==> config.mk <==
export PLATFORM = sky130hd
export DESIGN_NAME = insn_decoder
export DESIGN_NICKNAME = d
export VERILOG_FILES = /design/src/rtl/insn_decoder_pkg.sv /design/src/rtl/insn_decoder.sv
export SDC_FILE = /design/constraint.sdc
export NUM_CORES = 1
export LEC_CHECK = 0
export ABC_CLOCK_PERIOD_IN_PS = 1800
export BUFFER_PORTS_ARGS = -buffer_cell sky130_fd_sc_hd__buf_2
export CORE_MARGIN = 3
export CORE_UTILIZATION = 48
export CTS_BUF_LIST = sky130_fd_sc_hd__clkbuf_4 sky130_fd_sc_hd__clkbuf_8 sky130_fd_sc_hd__clkbuf_16
export CTS_CLUSTER_DIAMETER = 40
export DETAILED_ROUTE_END_ITERATION = 7
export GPL_ROUTABILITY_DRIVEN = 1
export GPL_TIMING_DRIVEN = 0
export PLACE_DENSITY = 0.77
export SLEW_MARGIN = 40
export SYNTH_ARGS = -nofsm -noshare
export SYNTH_HDL_FRONTEND = slang
export SYNTH_SLANG_ARGS = --single-unit
==> constraint.sdc <==
create_clock -name pclk -period 1.8 [get_ports pclk]
set_input_delay 0.18 -clock pclk [delete_from_list [all_inputs] [get_ports pclk]]
set_output_delay 0.18 -clock pclk [all_outputs]
set_load 0.05 [all_outputs]
==> src/rtl/insn_decoder_pkg.sv <==
// Package for the 14-bit instruction decoder: opcode patterns, classes,
// flag masks, cycle counts and register offsets.
// Assumes one 100 MHz bus clock; no other collaborators.
package insn_decoder_pkg;

  localparam int unsigned WORD_W = 14;

  // Register byte offsets on the APB window
  localparam logic [11:0] OFS_CTRL     = 12'h000;
  localparam logic [11:0] OFS_WORD     = 12'h004;
  localparam logic [11:0] OFS_CONTEXT  = 12'h008;
  localparam logic [11:0] OFS_RESULT   = 12'h00c;
  localparam logic [11:0] OFS_PTRS     = 12'h010;

  // Field positions
  localparam int unsigned CTRL_EN_BIT    = 0;
  localparam int unsigned CTX_ZERO_BIT   = 0;
  localparam int unsigned CTX_BIT_BIT    = 1;
  localparam int unsigned PTR0_MSB_BIT   = 0;
  localparam int unsigned PTR1_MSB_BIT   = 1;
  localparam int unsigned RES_CLASS_LSB  = 0;
  localparam int unsigned RES_DEST_BIT   = 8;
  localparam int unsigned RES_FLAGS_LSB  = 12;
  localparam int unsigned RES_CYC_LSB    = 20;
  localparam int unsigned RES_COUNT_LSB  = 24;

  // Reset values
  localparam logic [13:0] WORD_RST = 14'h0000;
  localparam logic        EN_RST   = 1'b1;

  // Timing
  localparam int unsigned OSC_PER_CYCLE = 4;
  localparam logic [1:0]  CYC_ONE   = 2'h1;
  localparam logic [1:0]  CYC_TWO   = 2'h2;

  // Flag mask bits {pd, to, z, dc, c}
  localparam logic [4:0] FLG_NONE = 5'h00;
  localparam logic [4:0] FLG_C    = 5'h01;
  localparam logic [4:0] FLG_Z    = 5'h04;
  localparam logic [4:0] FLG_CDZ  = 5'h07;
  localparam logic [4:0] FLG_TOPD = 5'h18;

  // Fixed inherent words
  localparam logic [13:0] W_BRANCH_ACC = 14'h000b;
  localparam logic [13:0] W_CALL_ACC   = 14'h000a;
  localparam logic [13:0] W_INT_RET    = 14'h0009;
  localparam logic [13:0] W_WDT        = 14'h0064;
  localparam logic [13:0] W_OPTION     = 14'h0062;
  localparam logic [13:0] W_SWRESET    = 14'h0001;
  localparam logic [13:0] W_STANDBY    = 14'h0063;

  // Top six bits (top four for the bit tests)
  localparam logic [5:0] TOP_RRF  = 6'h0c;
  localparam logic [5:0] TOP_SUBB = 6'h3b;
  localparam logic [5:0] TOP_XOR  = 6'h06;
  localparam logic [5:0] TOP_DECS = 6'h0b;
  localparam logic [5:0] TOP_INCS = 6'h0f;
  localparam logic [5:0] TOP_IOR  = 6'h38;
  localparam logic [5:0] TOP_SUBL = 6'h3c;
  localparam logic [5:0] TOP_RETL = 6'h34;
  localparam logic [5:0] TOP_LIT1 = 6'h31;
  localparam logic [5:0] TOP_IDX  = 6'h3f;
  localparam logic [3:0] TOP_BTC  = 4'h6;
  localparam logic [3:0] TOP_BTS  = 4'h7;

  // Indirect data port addresses (file 0 and 1)
  localparam logic [6:0] ADDR_IND0 = 7'h00;
  localparam logic [6:0] ADDR_IND1 = 7'h01;

  typedef enum logic [4:0] {
    nop_op,
    rotate_right_carry_op,
    subtract_borrow_op,
    xor_acc_file_op,
    decrement_skip_zero_op,
    increment_skip_zero_op,
    bit_test_skip_clear_op,
    bit_test_skip_set_op,
    or_literal_op,
    load_page_latch_op,
    literal_minus_acc_op,
    branch_by_acc_op,
    call_by_acc_op,
    interrupt_return_op,
    return_literal_op,
    watchdog_restart_op,
    option_load_op,
    software_reset_op,
    standby_op,
    pointer_add_op,
    indirect_read_op
  } op_class_type;

endpackage

==> src/rtl/insn_decoder.sv <==
// Instruction decoder with APB register access: software writes a 14-bit
// word plus skip context, reads back the decoded class and cycle cost.
// Assumes an APB master on pclk; instruction cycle = 4 oscillator periods.
//
// Notes on behaviour
// - 001100: rotate right through carry, C only
// - 111011: file minus acc minus borrow, C DC Z
// - 000110: xor acc with file, Z only
// - 001011: decrement, skip on zero, 1(2)
// - 001111: increment, skip on zero, 1(2)
// - 0110bb: bit test, skip if clear
// - 0111bb: bit test, skip if set
// - 111000: or literal into acc, Z only
// - 1100011: load page latch, no flags
// - 111100: literal minus acc, C DC Z
// - Word 000b: branch by acc, two cycles
// - Word 000a: call by acc, two cycles
// - Word 0009: interrupt return, two cycles
// - 110100: return with literal, two cycles
// - Word 0064: watchdog restart, TO PD flags
// - Word 0062: acc into option register
// - Word 0001: software reset, one cycle
// - Word 0063: standby, TO PD flags
// - 1100010n: add literal to pointer, one cycle
// - 1111110n: indexed indirect read, Z flag
// - PC change or true test: two cycles
// - Indirect access, pointer MSB set: extra cycle
// - Instruction words are fourteen bits wide
// - Dest 0 to acc, 1 to file
// - Instruction cycle is four oscillator periods
`timescale 1ns/1ps
`default_nettype none
module insn_decoder
  import insn_decoder_pkg::*;
(
  input  wire logic        pclk,
  input  wire logic        presetn,
  input  wire logic        psel,
  input  wire logic        penable,
  input  wire logic        pwrite,
  input  wire logic [11:0] paddr,
  input  wire logic [31:0] pwdata,
  output logic      [31:0] prdata,
  output logic             pready,
  output logic             pslverr,
  output logic      [4:0]  op_class,
  output logic             dest_file,
  output logic      [4:0]  flag_mask,
  output logic      [1:0]  cycles,
  output logic             decode_valid
);

  logic              en_r;
  logic [WORD_W-1:0] word_r;
  logic [1:0]        ctx_r;
  logic [1:0]        ptr_msb_r;
  logic [7:0]        count_r;
  logic              load_r;

  op_class_type cls_nxt;
  logic         dest_nxt;
  logic [4:0]   flags_nxt;
  logic [1:0]   cyc_nxt;
  logic         skip_nxt;
  logic         ind_nxt;

  wire logic acc_setup = psel && !penable;
  wire logic acc_done  = psel && penable;
  wire logic wr_done   = acc_done && pwrite;
  wire logic mapped    = (paddr == OFS_CTRL) || (paddr == OFS_WORD) ||
                         (paddr == OFS_CONTEXT) || (paddr == OFS_RESULT) ||
                         (paddr == OFS_PTRS);

  // Ready is asserted one cycle after setup: every access takes two edges
  always_ff @(posedge pclk or negedge presetn)
  begin
    if (!presetn)
      pready <= 1'b0;
    else
      pready <= acc_setup;
  end

  always_ff @(posedge pclk or negedge presetn)
  begin
    if (!presetn)
      pslverr <= 1'b0;
    else
      pslverr <= acc_setup && !mapped;
  end

  always_ff @(posedge pclk or negedge presetn)
  begin
    if (!presetn)
    begin
      en_r      <= EN_RST;
      word_r    <= WORD_RST;
      ctx_r     <= 2'h0;
      ptr_msb_r <= 2'h0;
    end
    else if (wr_done && pready)
    begin
      unique case (paddr)
        OFS_CTRL:    en_r      <= pwdata[CTRL_EN_BIT];
        OFS_WORD:    word_r    <= pwdata[WORD_W-1:0];
        OFS_CONTEXT: ctx_r     <= pwdata[1:0];
        OFS_PTRS:    ptr_msb_r <= pwdata[1:0];
        default:     ;
      endcase
    end
  end

  // Word write while enabled (en_r set) launches a decode on the next edge
  always_ff @(posedge pclk or negedge presetn)
  begin
    if (!presetn)
      load_r <= 1'b0;
    else
      load_r <= wr_done && pready && (paddr == OFS_WORD) && en_r;
  end

  always_comb
  begin
    logic [6:0] faddr;
    logic       ind_hi;
    faddr     = word_r[6:0];
    cls_nxt   = nop_op;
    dest_nxt  = 1'b0;
    flags_nxt = FLG_NONE;
    cyc_nxt   = CYC_ONE;
    skip_nxt  = 1'b0;
    ind_nxt   = 1'b0;
    ind_hi    = (faddr == ADDR_IND0) ? ptr_msb_r[PTR0_MSB_BIT] :
                ptr_msb_r[PTR1_MSB_BIT];
    if (word_r == W_BRANCH_ACC)
    begin
      cls_nxt = branch_by_acc_op;
      cyc_nxt = CYC_TWO;
    end
    else if (word_r == W_CALL_ACC)
    begin
      cls_nxt = call_by_acc_op;
      cyc_nxt = CYC_TWO;
    end
    else if (word_r == W_INT_RET)
    begin
      cls_nxt = interrupt_return_op;
      cyc_nxt = CYC_TWO;
    end
    else if (word_r == W_WDT)
    begin
      cls_nxt   = watchdog_restart_op;
      flags_nxt = FLG_TOPD;
    end
    else if (word_r == W_OPTION)
      cls_nxt = option_load_op;
    else if (word_r == W_SWRESET)
      cls_nxt = software_reset_op;
    else if (word_r == W_STANDBY)
    begin
      cls_nxt   = standby_op;
      flags_nxt = FLG_TOPD;
    end
    else
    begin
      unique case (word_r[13:8])
        TOP_RRF:
        begin
          cls_nxt   = rotate_right_carry_op;
          flags_nxt = FLG_C;
          dest_nxt  = word_r[7];
          ind_nxt   = 1'b1;
        end
        TOP_SUBB:
        begin
          cls_nxt   = subtract_borrow_op;
          flags_nxt = FLG_CDZ;
          dest_nxt  = word_r[7];
          ind_nxt   = 1'b1;
        end
        TOP_XOR:
        begin
          cls_nxt   = xor_acc_file_op;
          flags_nxt = FLG_Z;
          dest_nxt  = word_r[7];
          ind_nxt   = 1'b1;
        end
        TOP_DECS:
        begin
          cls_nxt  = decrement_skip_zero_op;
          dest_nxt = word_r[7];
          skip_nxt = ctx_r[CTX_ZERO_BIT];
          ind_nxt  = 1'b1;
        end
        TOP_INCS:
        begin
          cls_nxt  = increment_skip_zero_op;
          dest_nxt = word_r[7];
          skip_nxt = ctx_r[CTX_ZERO_BIT];
          ind_nxt  = 1'b1;
        end
        TOP_IOR:
        begin
          cls_nxt   = or_literal_op;
          flags_nxt = FLG_Z;
        end
        TOP_SUBL:
        begin
          cls_nxt   = literal_minus_acc_op;
          flags_nxt = FLG_CDZ;
        end
        TOP_RETL:
        begin
          cls_nxt = return_literal_op;
          cyc_nxt = CYC_TWO;
        end
        TOP_LIT1:
        begin
          if (word_r[7])
            cls_nxt = load_page_latch_op;
          else
            cls_nxt = pointer_add_op;
        end
        TOP_IDX:
        begin
          if (!word_r[7])
          begin
            cls_nxt   = indirect_read_op;
            flags_nxt = FLG_Z;
            ind_hi    = word_r[6] ? ptr_msb_r[PTR1_MSB_BIT] : ptr_msb_r[PTR0_MSB_BIT];
            if (ind_hi)
              cyc_nxt = CYC_TWO;
          end
        end
        default:
        begin
          // Bit tests match the top four bits, each shared by four bit-index codes
          if (word_r[13:10] == TOP_BTC)
          begin
            cls_nxt  = bit_test_skip_clear_op;
            skip_nxt = !ctx_r[CTX_BIT_BIT];
            ind_nxt  = 1'b1;
          end
          else if (word_r[13:10] == TOP_BTS)
          begin
            cls_nxt  = bit_test_skip_set_op;
            skip_nxt = ctx_r[CTX_BIT_BIT];
            ind_nxt  = 1'b1;
          end
        end
      endcase
      // Anything unmatched stays a one-cycle nop
    end
    if (skip_nxt)
      cyc_nxt = CYC_TWO;
    // Indirect operand through a high pointer costs one more cycle
    if (ind_nxt && (faddr == ADDR_IND0 || faddr == ADDR_IND1) && ind_hi)
      cyc_nxt = cyc_nxt + CYC_ONE;
  end

  // Outputs settle together on the decode edge
  always_ff @(posedge pclk or negedge presetn)
  begin
    if (!presetn)
    begin
      op_class     <= nop_op;
      dest_file    <= 1'b0;
      flag_mask    <= FLG_NONE;
      cycles       <= CYC_ONE;
      decode_valid <= 1'b0;
    end
    else
    begin
      decode_valid <= load_r;
      if (load_r)
      begin
        op_class  <= cls_nxt;
        dest_file <= dest_nxt;
        flag_mask <= flags_nxt;
        cycles    <= cyc_nxt;
      end
    end
  end

  always_ff @(posedge pclk or negedge presetn)
  begin
    if (!presetn)
      count_r <= 8'h00;
    else if (load_r)
      count_r <= count_r + 8'h01;
  end

  always_ff @(posedge pclk or negedge presetn)
  begin
    if (!presetn)
      prdata <= 32'h0000_0000;
    else if (acc_setup && !pwrite)
    begin
      unique case (paddr)
        OFS_CTRL:    prdata <= {31'h0, en_r};
        OFS_WORD:    prdata <= {18'h0, word_r};
        OFS_CONTEXT: prdata <= {30'h0, ctx_r};
        OFS_PTRS:    prdata <= {30'h0, ptr_msb_r};
        OFS_RESULT:  prdata <= {count_r, 2'h0, cycles, 3'h0, flag_mask,
                                3'h0, dest_file, 3'h0, op_class};
        default:     prdata <= 32'h0000_0000;
      endcase
    end
  end

  // Instruction cycle length is a timing figure only; no oscillator here
  localparam int unsigned OSC_CHECK = OSC_PER_CYCLE;

  a_two_cycle_ctl: assert property (@(posedge pclk) disable iff (!presetn)
    load_r && word_r == W_BRANCH_ACC |=> cycles == CYC_TWO && op_class == branch_by_acc_op)
    else $error("branch by acc not two cycles");
  a_call_acc: assert property (@(posedge pclk) disable iff (!presetn)
    load_r && word_r == W_CALL_ACC |=> cycles == CYC_TWO)
    else $error("call by acc cycles wrong");
  a_rrf_flags: assert property (@(posedge pclk) disable iff (!presetn)
    load_r && word_r[13:8] == TOP_RRF |=> flag_mask == FLG_C && dest_file == $past(word_r[7]))
    else $error("rotate flags or dest wrong");
  a_subb_flags: assert property (@(posedge pclk) disable iff (!presetn)
    load_r && word_r[13:8] == TOP_SUBB |=> flag_mask == FLG_CDZ)
    else $error("subtract borrow flags wrong");
  a_skip_taken: assert property (@(posedge pclk) disable iff (!presetn)
    load_r && word_r[13:8] == TOP_DECS && ctx_r[CTX_ZERO_BIT] && word_r[6:1] != 6'h00
    |=> cycles == CYC_TWO)
    else $error("taken skip not two cycles");
  a_btc_skip: assert property (@(posedge pclk) disable iff (!presetn)
    load_r && word_r[13:10] == TOP_BTC && !ctx_r[CTX_BIT_BIT] && word_r[6:1] != 6'h00
    |=> cycles == CYC_TWO)
    else $error("bit clear skip wrong");
  a_wdt_flags: assert property (@(posedge pclk) disable iff (!presetn)
    load_r && word_r == W_WDT |=> flag_mask == FLG_TOPD && cycles == CYC_ONE)
    else $error("watchdog restart decode wrong");
  a_valid_pulse: assert property (@(posedge pclk) disable iff (!presetn)
    decode_valid |=> !decode_valid)
    else $error("decode valid longer than one cycle");
  a_apb_ready: assert property (@(posedge pclk) disable iff (!presetn)
    psel && !penable |=> pready)
    else $error("ready not given after setup");
  a_xor_zero_only: assert property (@(posedge pclk) disable iff (!presetn)
    load_r && word_r[13:8] == TOP_XOR |=> flag_mask == FLG_Z && op_class == xor_acc_file_op)
    else $error("xor flags or class wrong");
  a_or_literal: assert property (@(posedge pclk) disable iff (!presetn)
    load_r && word_r[13:8] == TOP_IOR |=> flag_mask == FLG_Z && cycles == CYC_ONE)
    else $error("or literal decode wrong");
  a_page_latch: assert property (@(posedge pclk) disable iff (!presetn)
    load_r && word_r[13:7] == {TOP_LIT1, 1'b1}
    |=> flag_mask == FLG_NONE && op_class == load_page_latch_op)
    else $error("page latch load decode wrong");
  a_lit_minus_acc: assert property (@(posedge pclk) disable iff (!presetn)
    load_r && word_r[13:8] == TOP_SUBL |=> flag_mask == FLG_CDZ)
    else $error("literal minus acc flags wrong");
  a_int_return: assert property (@(posedge pclk) disable iff (!presetn)
    load_r && word_r == W_INT_RET |=> cycles == CYC_TWO && op_class == interrupt_return_op)
    else $error("interrupt return decode wrong");
  a_return_literal: assert property (@(posedge pclk) disable iff (!presetn)
    load_r && word_r[13:8] == TOP_RETL |=> cycles == CYC_TWO && op_class == return_literal_op)
    else $error("return with literal decode wrong");
  a_standby_flags: assert property (@(posedge pclk) disable iff (!presetn)
    load_r && word_r == W_STANDBY |=> flag_mask == FLG_TOPD && op_class == standby_op)
    else $error("standby decode wrong");
  a_indirect_extra: assert property (@(posedge pclk) disable iff (!presetn)
    load_r && word_r[13:7] == {TOP_IDX, 1'b0} && ptr_msb_r[word_r[6]] |=> cycles == CYC_TWO)
    else $error("indirect read through high pointer not two cycles");
  a_bts_skip: assert property (@(posedge pclk) disable iff (!presetn)
    load_r && word_r[13:10] == TOP_BTS && ctx_r[CTX_BIT_BIT] && word_r[6:1] != 6'h00
    |=> cycles == CYC_TWO)
    else $error("bit set skip wrong");
  a_incs_skip: assert property (@(posedge pclk) disable iff (!presetn)
    load_r && word_r[13:8] == TOP_INCS && ctx_r[CTX_ZERO_BIT] && word_r[6:1] != 6'h00
    |=> cycles == CYC_TWO)
    else $error("increment skip not two cycles");

  c_skip: cover property (@(posedge pclk) decode_valid && cycles == CYC_TWO);
  c_three: cover property (@(posedge pclk) decode_valid && cycles == 2'h3);
  c_nop: cover property (@(posedge pclk) decode_valid && op_class == nop_op);
  c_ind_read: cover property (@(posedge pclk) decode_valid && op_class == indirect_read_op);

endmodule
`default_nettype wire

==> impl_summary.md <==
Job
Across the run, the number of max-cap violations was 0.

Yosys
Counting every instance in the synthesized netlist gives around 380. The sequential share of the synthesized area is between 40% and 50%. The mapped netlist covers 0.00359 mm^2.

The count of cell types in the netlist is 62. The post-synthesis average cell area is 9.43 um^2. Yosys printed 0 warnings. The count of flip-flops with a built-in enable after synthesis is 0. Synthesis inferred between 60 and 70 register bits. The most used flip-flop cell after synthesis is dfrtp_1. Summed over its instances, the top area cell type makes up 46.7% of the synthesized netlist area. The fraction of synthesis flops using an asynchronous set or reset pin is 100%. By area the synthesized netlist is led by dfrtp_1 47%, mux2_2 6.9%, nand2_1 6.6%.

dfrtp_1 takes more of the synthesized area than any other cell.

Global route
For this run the aggregate overflow at the end of global routing stands at 0. The global-route total usage across every layer is 20.9%. The initial antenna violation count is 0. The number of global-route vias before repair is 2973. Entering global routing, the biggest net connects between 40 and 50 pins.

The first global-routing pass estimated roughly 14000 um of wire.

Setup path
The kind of critical path is flop to flop. For this run, the slowest stage of the critical path takes around 0.53 ns. The critical path goes through buf_6, nor4_4, nand4_1, o221a_1, or4b_4, nand3_2. The worst endpoint required time is ~2.1 ns.

The worst reg2reg path endpoint is cycles[0]. The worst-path maximum fanout is 6. In this run the register-to-register setup slack is -0.19 ns. Counting cells, the worst reg-to-reg path comes to 6. The sort of element at the end of the critical path is a flop. The cell family contributing the most delay on the critical path is simple AND/OR/NAND/NOR gates. The count of buffer and inverter cells on the critical path is 1. The worst setup path is launched from a flop. The slowest stage of the critical path is the or4b_4 cell. In this run the critical register-to-register path is launched from word_r[8]. The critical path arrival is 2.27 ns.

Drt
The final layout contains routed wiring with a total length of roughly 8700 um. Before antenna repair, the detailed router went through 5 iterations. The total number of vias is 3164. The detailed router finished its first iteration with approximately 280 violations.

For this run, design rule violations remaining after detail routing come to 0. The remaining antenna violation count is 0. The routed via count divided by cell count is between 5 and 6. In the final routed layout, each cell accounts on average for approximately 15 um.

Die
The number of core rows is 30. The count of boundary I/O pins is 97. The die is roughly 90 um wide.

From bottom edge to top edge, the die measures 92.5 um. The core region is 0.00702 mm^2. The initial core utilization is about half. The die covers 0.00856 mm^2.

Power
The internal power consumption is 0.00211 W. The static leakage power is between 2 and 2.5 nW. The worst-case IR drop observed on VDD is between 0.4 and 0.5 mV.

The switching share of power is roughly 25%. Power spread over the standard cell area amounts to 627 mW/mm^2. Sequential cells burn about 55% of the power. For this design the total switching power over the nets is 0.000698 W. The share of total power in the clock network is between 30% and 40%. The combinational fraction of design power is 5.3%.

STA
Measured against its own limit, the worst slew margin works out to 61.8%. The period utilization is 111%. The number of hold-slack violations in the final timing report is 0. The clock period minus final worst setup slack is around 2.0 ns. The max-slew violation count is 0. The number of setup violations in the final report is 3. The maximum achievable frequency is roughly 500 MHz.

Setup repair after global routing could not meet its margin everywhere. The measured slew at the worst slew-check pin is approximately 0.57 ns. Across all setup checks in the final design, the least slack found is -0.191 ns.

The clock arrives with about 0.009 ns of skew.

Placement
The HPWL after detailed placement is about 6400 um. Input and output buffers added on the ports amount to 71. The post-placement cell count is about 550. Routability-driven placement finished with a final weighted congestion of around 0.94.

The cell area after placement is 0.00412 mm^2.

CTS
The number of buffers created by CTS is 9. The clock reaches the later pin of the worst-skew pair after roughly 0.34 ns. The clock tree buffer depth is 2.

The TritonCTS clock tree is done. The H-tree depth is 3. Clock-pin slew was measured on the worst setup and hold paths at roughly 0.070 ns.

The tree is rooted in a clkbuf_8. The clock sink count is between 60 and 70.

Hold path
The class of the worst hold path is input port to flop. The end point of the most critical hold path is word_r[12]. The worst hold path begins at pwdata[12]. Counting instances, the worst hold path has a depth of 3.

Finish
In the final layout, the share of cells above drive strength 1 is 33.8%. After the flow finishes, the layout carries non-filler instances totaling roughly 580. The repair_antennas step left the layout with diodes totalling 0. The synthesis-to-layout area growth is 24.9%. Summing all non-filler instances in the final layout gives an area of approximately 0.0045 mm^2. After filler insertion, the fill cell instance count of the layout stands at slightly below 600. The total number of nets in the final design is 530.

Outcome
The final reports fail on negative setup slack. The run finished, with violations left.
## power groups by stage
stage	logic (W)	registers (W)	clock network [W]
after floorplan	0.0000591	0.00159	0
after global placement	0.000138	0.00158	0
after detailed placement	0.000150	0.00158	0
after CTS	0.000152	0.00155	0.00112
after global routing	0.000167	0.00155	0.00121
final	0.000150	0.00155	0.00111
## kinds of logic after synthesis
group	share of synthesized area (%)
compound gates	11.8
mux	7.46
other cells	0.104
simple gates	23.9
xor+xnor	2.19
flops	48.2
buf+inv	5.78
fa+ha+maj	0.627
## cells in the mapped netlist, types with 2 or more instances
cell type / count
dfrtp_1: 67
nand2_1: 63
nand3_1: 28
nor2_1: 24
mux2_2: 22
o21ai_0: 18
clkbuf_1: 17
nand4_1: 10
a21oi_1: 9
inv_1: 9
nor3_1: 9
a22oi_1: 8
buf_4: 8
buf_2: 7
nand2b_1: 7
xnor2_1: 5
o31ai_1: 4
xor2_1: 4
nand3b_1: 3
nor3b_1: 3
o21a_1: 3
a211o_1: 2
a31oi_1: 2
and2_1: 2
and3_1: 2
dfstp_2: 2
mux2i_1: 2
nand4b_1: 2
nor2b_1: 2
nor4_2: 2
o22ai_1: 2
o2bb2ai_1: 2
o32a_1: 2
## per-layer routing
layer	GRT usage, %	share of wire [%]
met3	4.79	7.8
met2	31.9	45
met5	0	0
met4	6.56	1.8
met1	29.4	45
## cell usage in the layout, fill, tap and decap left out, types with 10 or more instances in the layout
cell type  count
buf_2         76
o21ai_0       18
buf_4         19
mux2_2        21
nand4_1       10
nand3_1       26
clkbuf_1      11
dfrtp_1       64
nand2_1       63
nor2_1        23
## final cells by class
class / instances / area, um^2 / area share [%]
plain buffers: 32 / 184 / 4.10
clock buffers: 10 / 131 / 2.93
clock inverters: 6 / 40.0 / 0.893
inverters: 9 / 33.8 / 0.753
multi-input cells: 273 / 1740 / 38.8
flip-flops and latches: 69 / 1730 / 38.6
well taps: 96 / 120 / 2.68
repair buffers: 86 / 500 / 11.2
## what timing repair did
item / 4_1_cts / 5_1_grt
setup endpoints to repair: 10 / 6
gates cloned: 0 / 0
hold buffers: 1 / 0
endpoints found under the hold margin: 68 / 0
resized for setup: 19 / 10
pin swaps: 6 / 6
setup buffers: 9 / 4
## through the flow
step | TNS (ns) | hold WS [ns] | setup WS, ns | utilization (%) | total power [W]
final | -0.313 | 0.0399 | -0.191 | 63.9 | 0.00281
after global routing | -0.662 | 0.0504 | -0.244 | 63.9 | 0.00293
after CTS | -0.200 | 0.0333 | -0.118 | 63.3 | 0.00283
after detailed placement | -1.90 | 0.0513 | -0.288 | 58.7 | 0.00173
after global placement | -1.57 | 0.385 | -0.254 | 58.3 | 0.00172
after floorplan | -0.0811 | -0.116 | -0.0811 | - | 0.00165
## how the worst max path moves through the flow
stage / from / endpoint / slack, ns / cells past startpoint
after global placement: word_r[6] / cycles[0] / -0.25 / 6
after detailed placement: word_r[6] / cycles[0] / -0.29 / 6
after global routing: word_r[8] / cycles[0] / -0.24 / 6
final: word_r[8] / cycles[0] / -0.19 / 6
after floorplan: word_r[7] / cycles[0] / -0.08 / 6
after CTS: word_r[7] / cycles[0] / -0.12 / 6
## registers in the layout, indices dropped and copies added, names as in the netlist, 2 cells and up
signal,cells
op_class,5
cycles,2
prdata,26
ptr_msb_r,2
count_r,8
flag_mask,4
word_r,14
ctx_r,2
## worst register-to-register path: cells and delay by family, from the launching register on
family	cells	cell delay, ns
compound gates	1	0.30
buf+inv	1	0.14
flops	1	0.39
simple gates	4	1.10
Power figures use the tool's default switching activity.
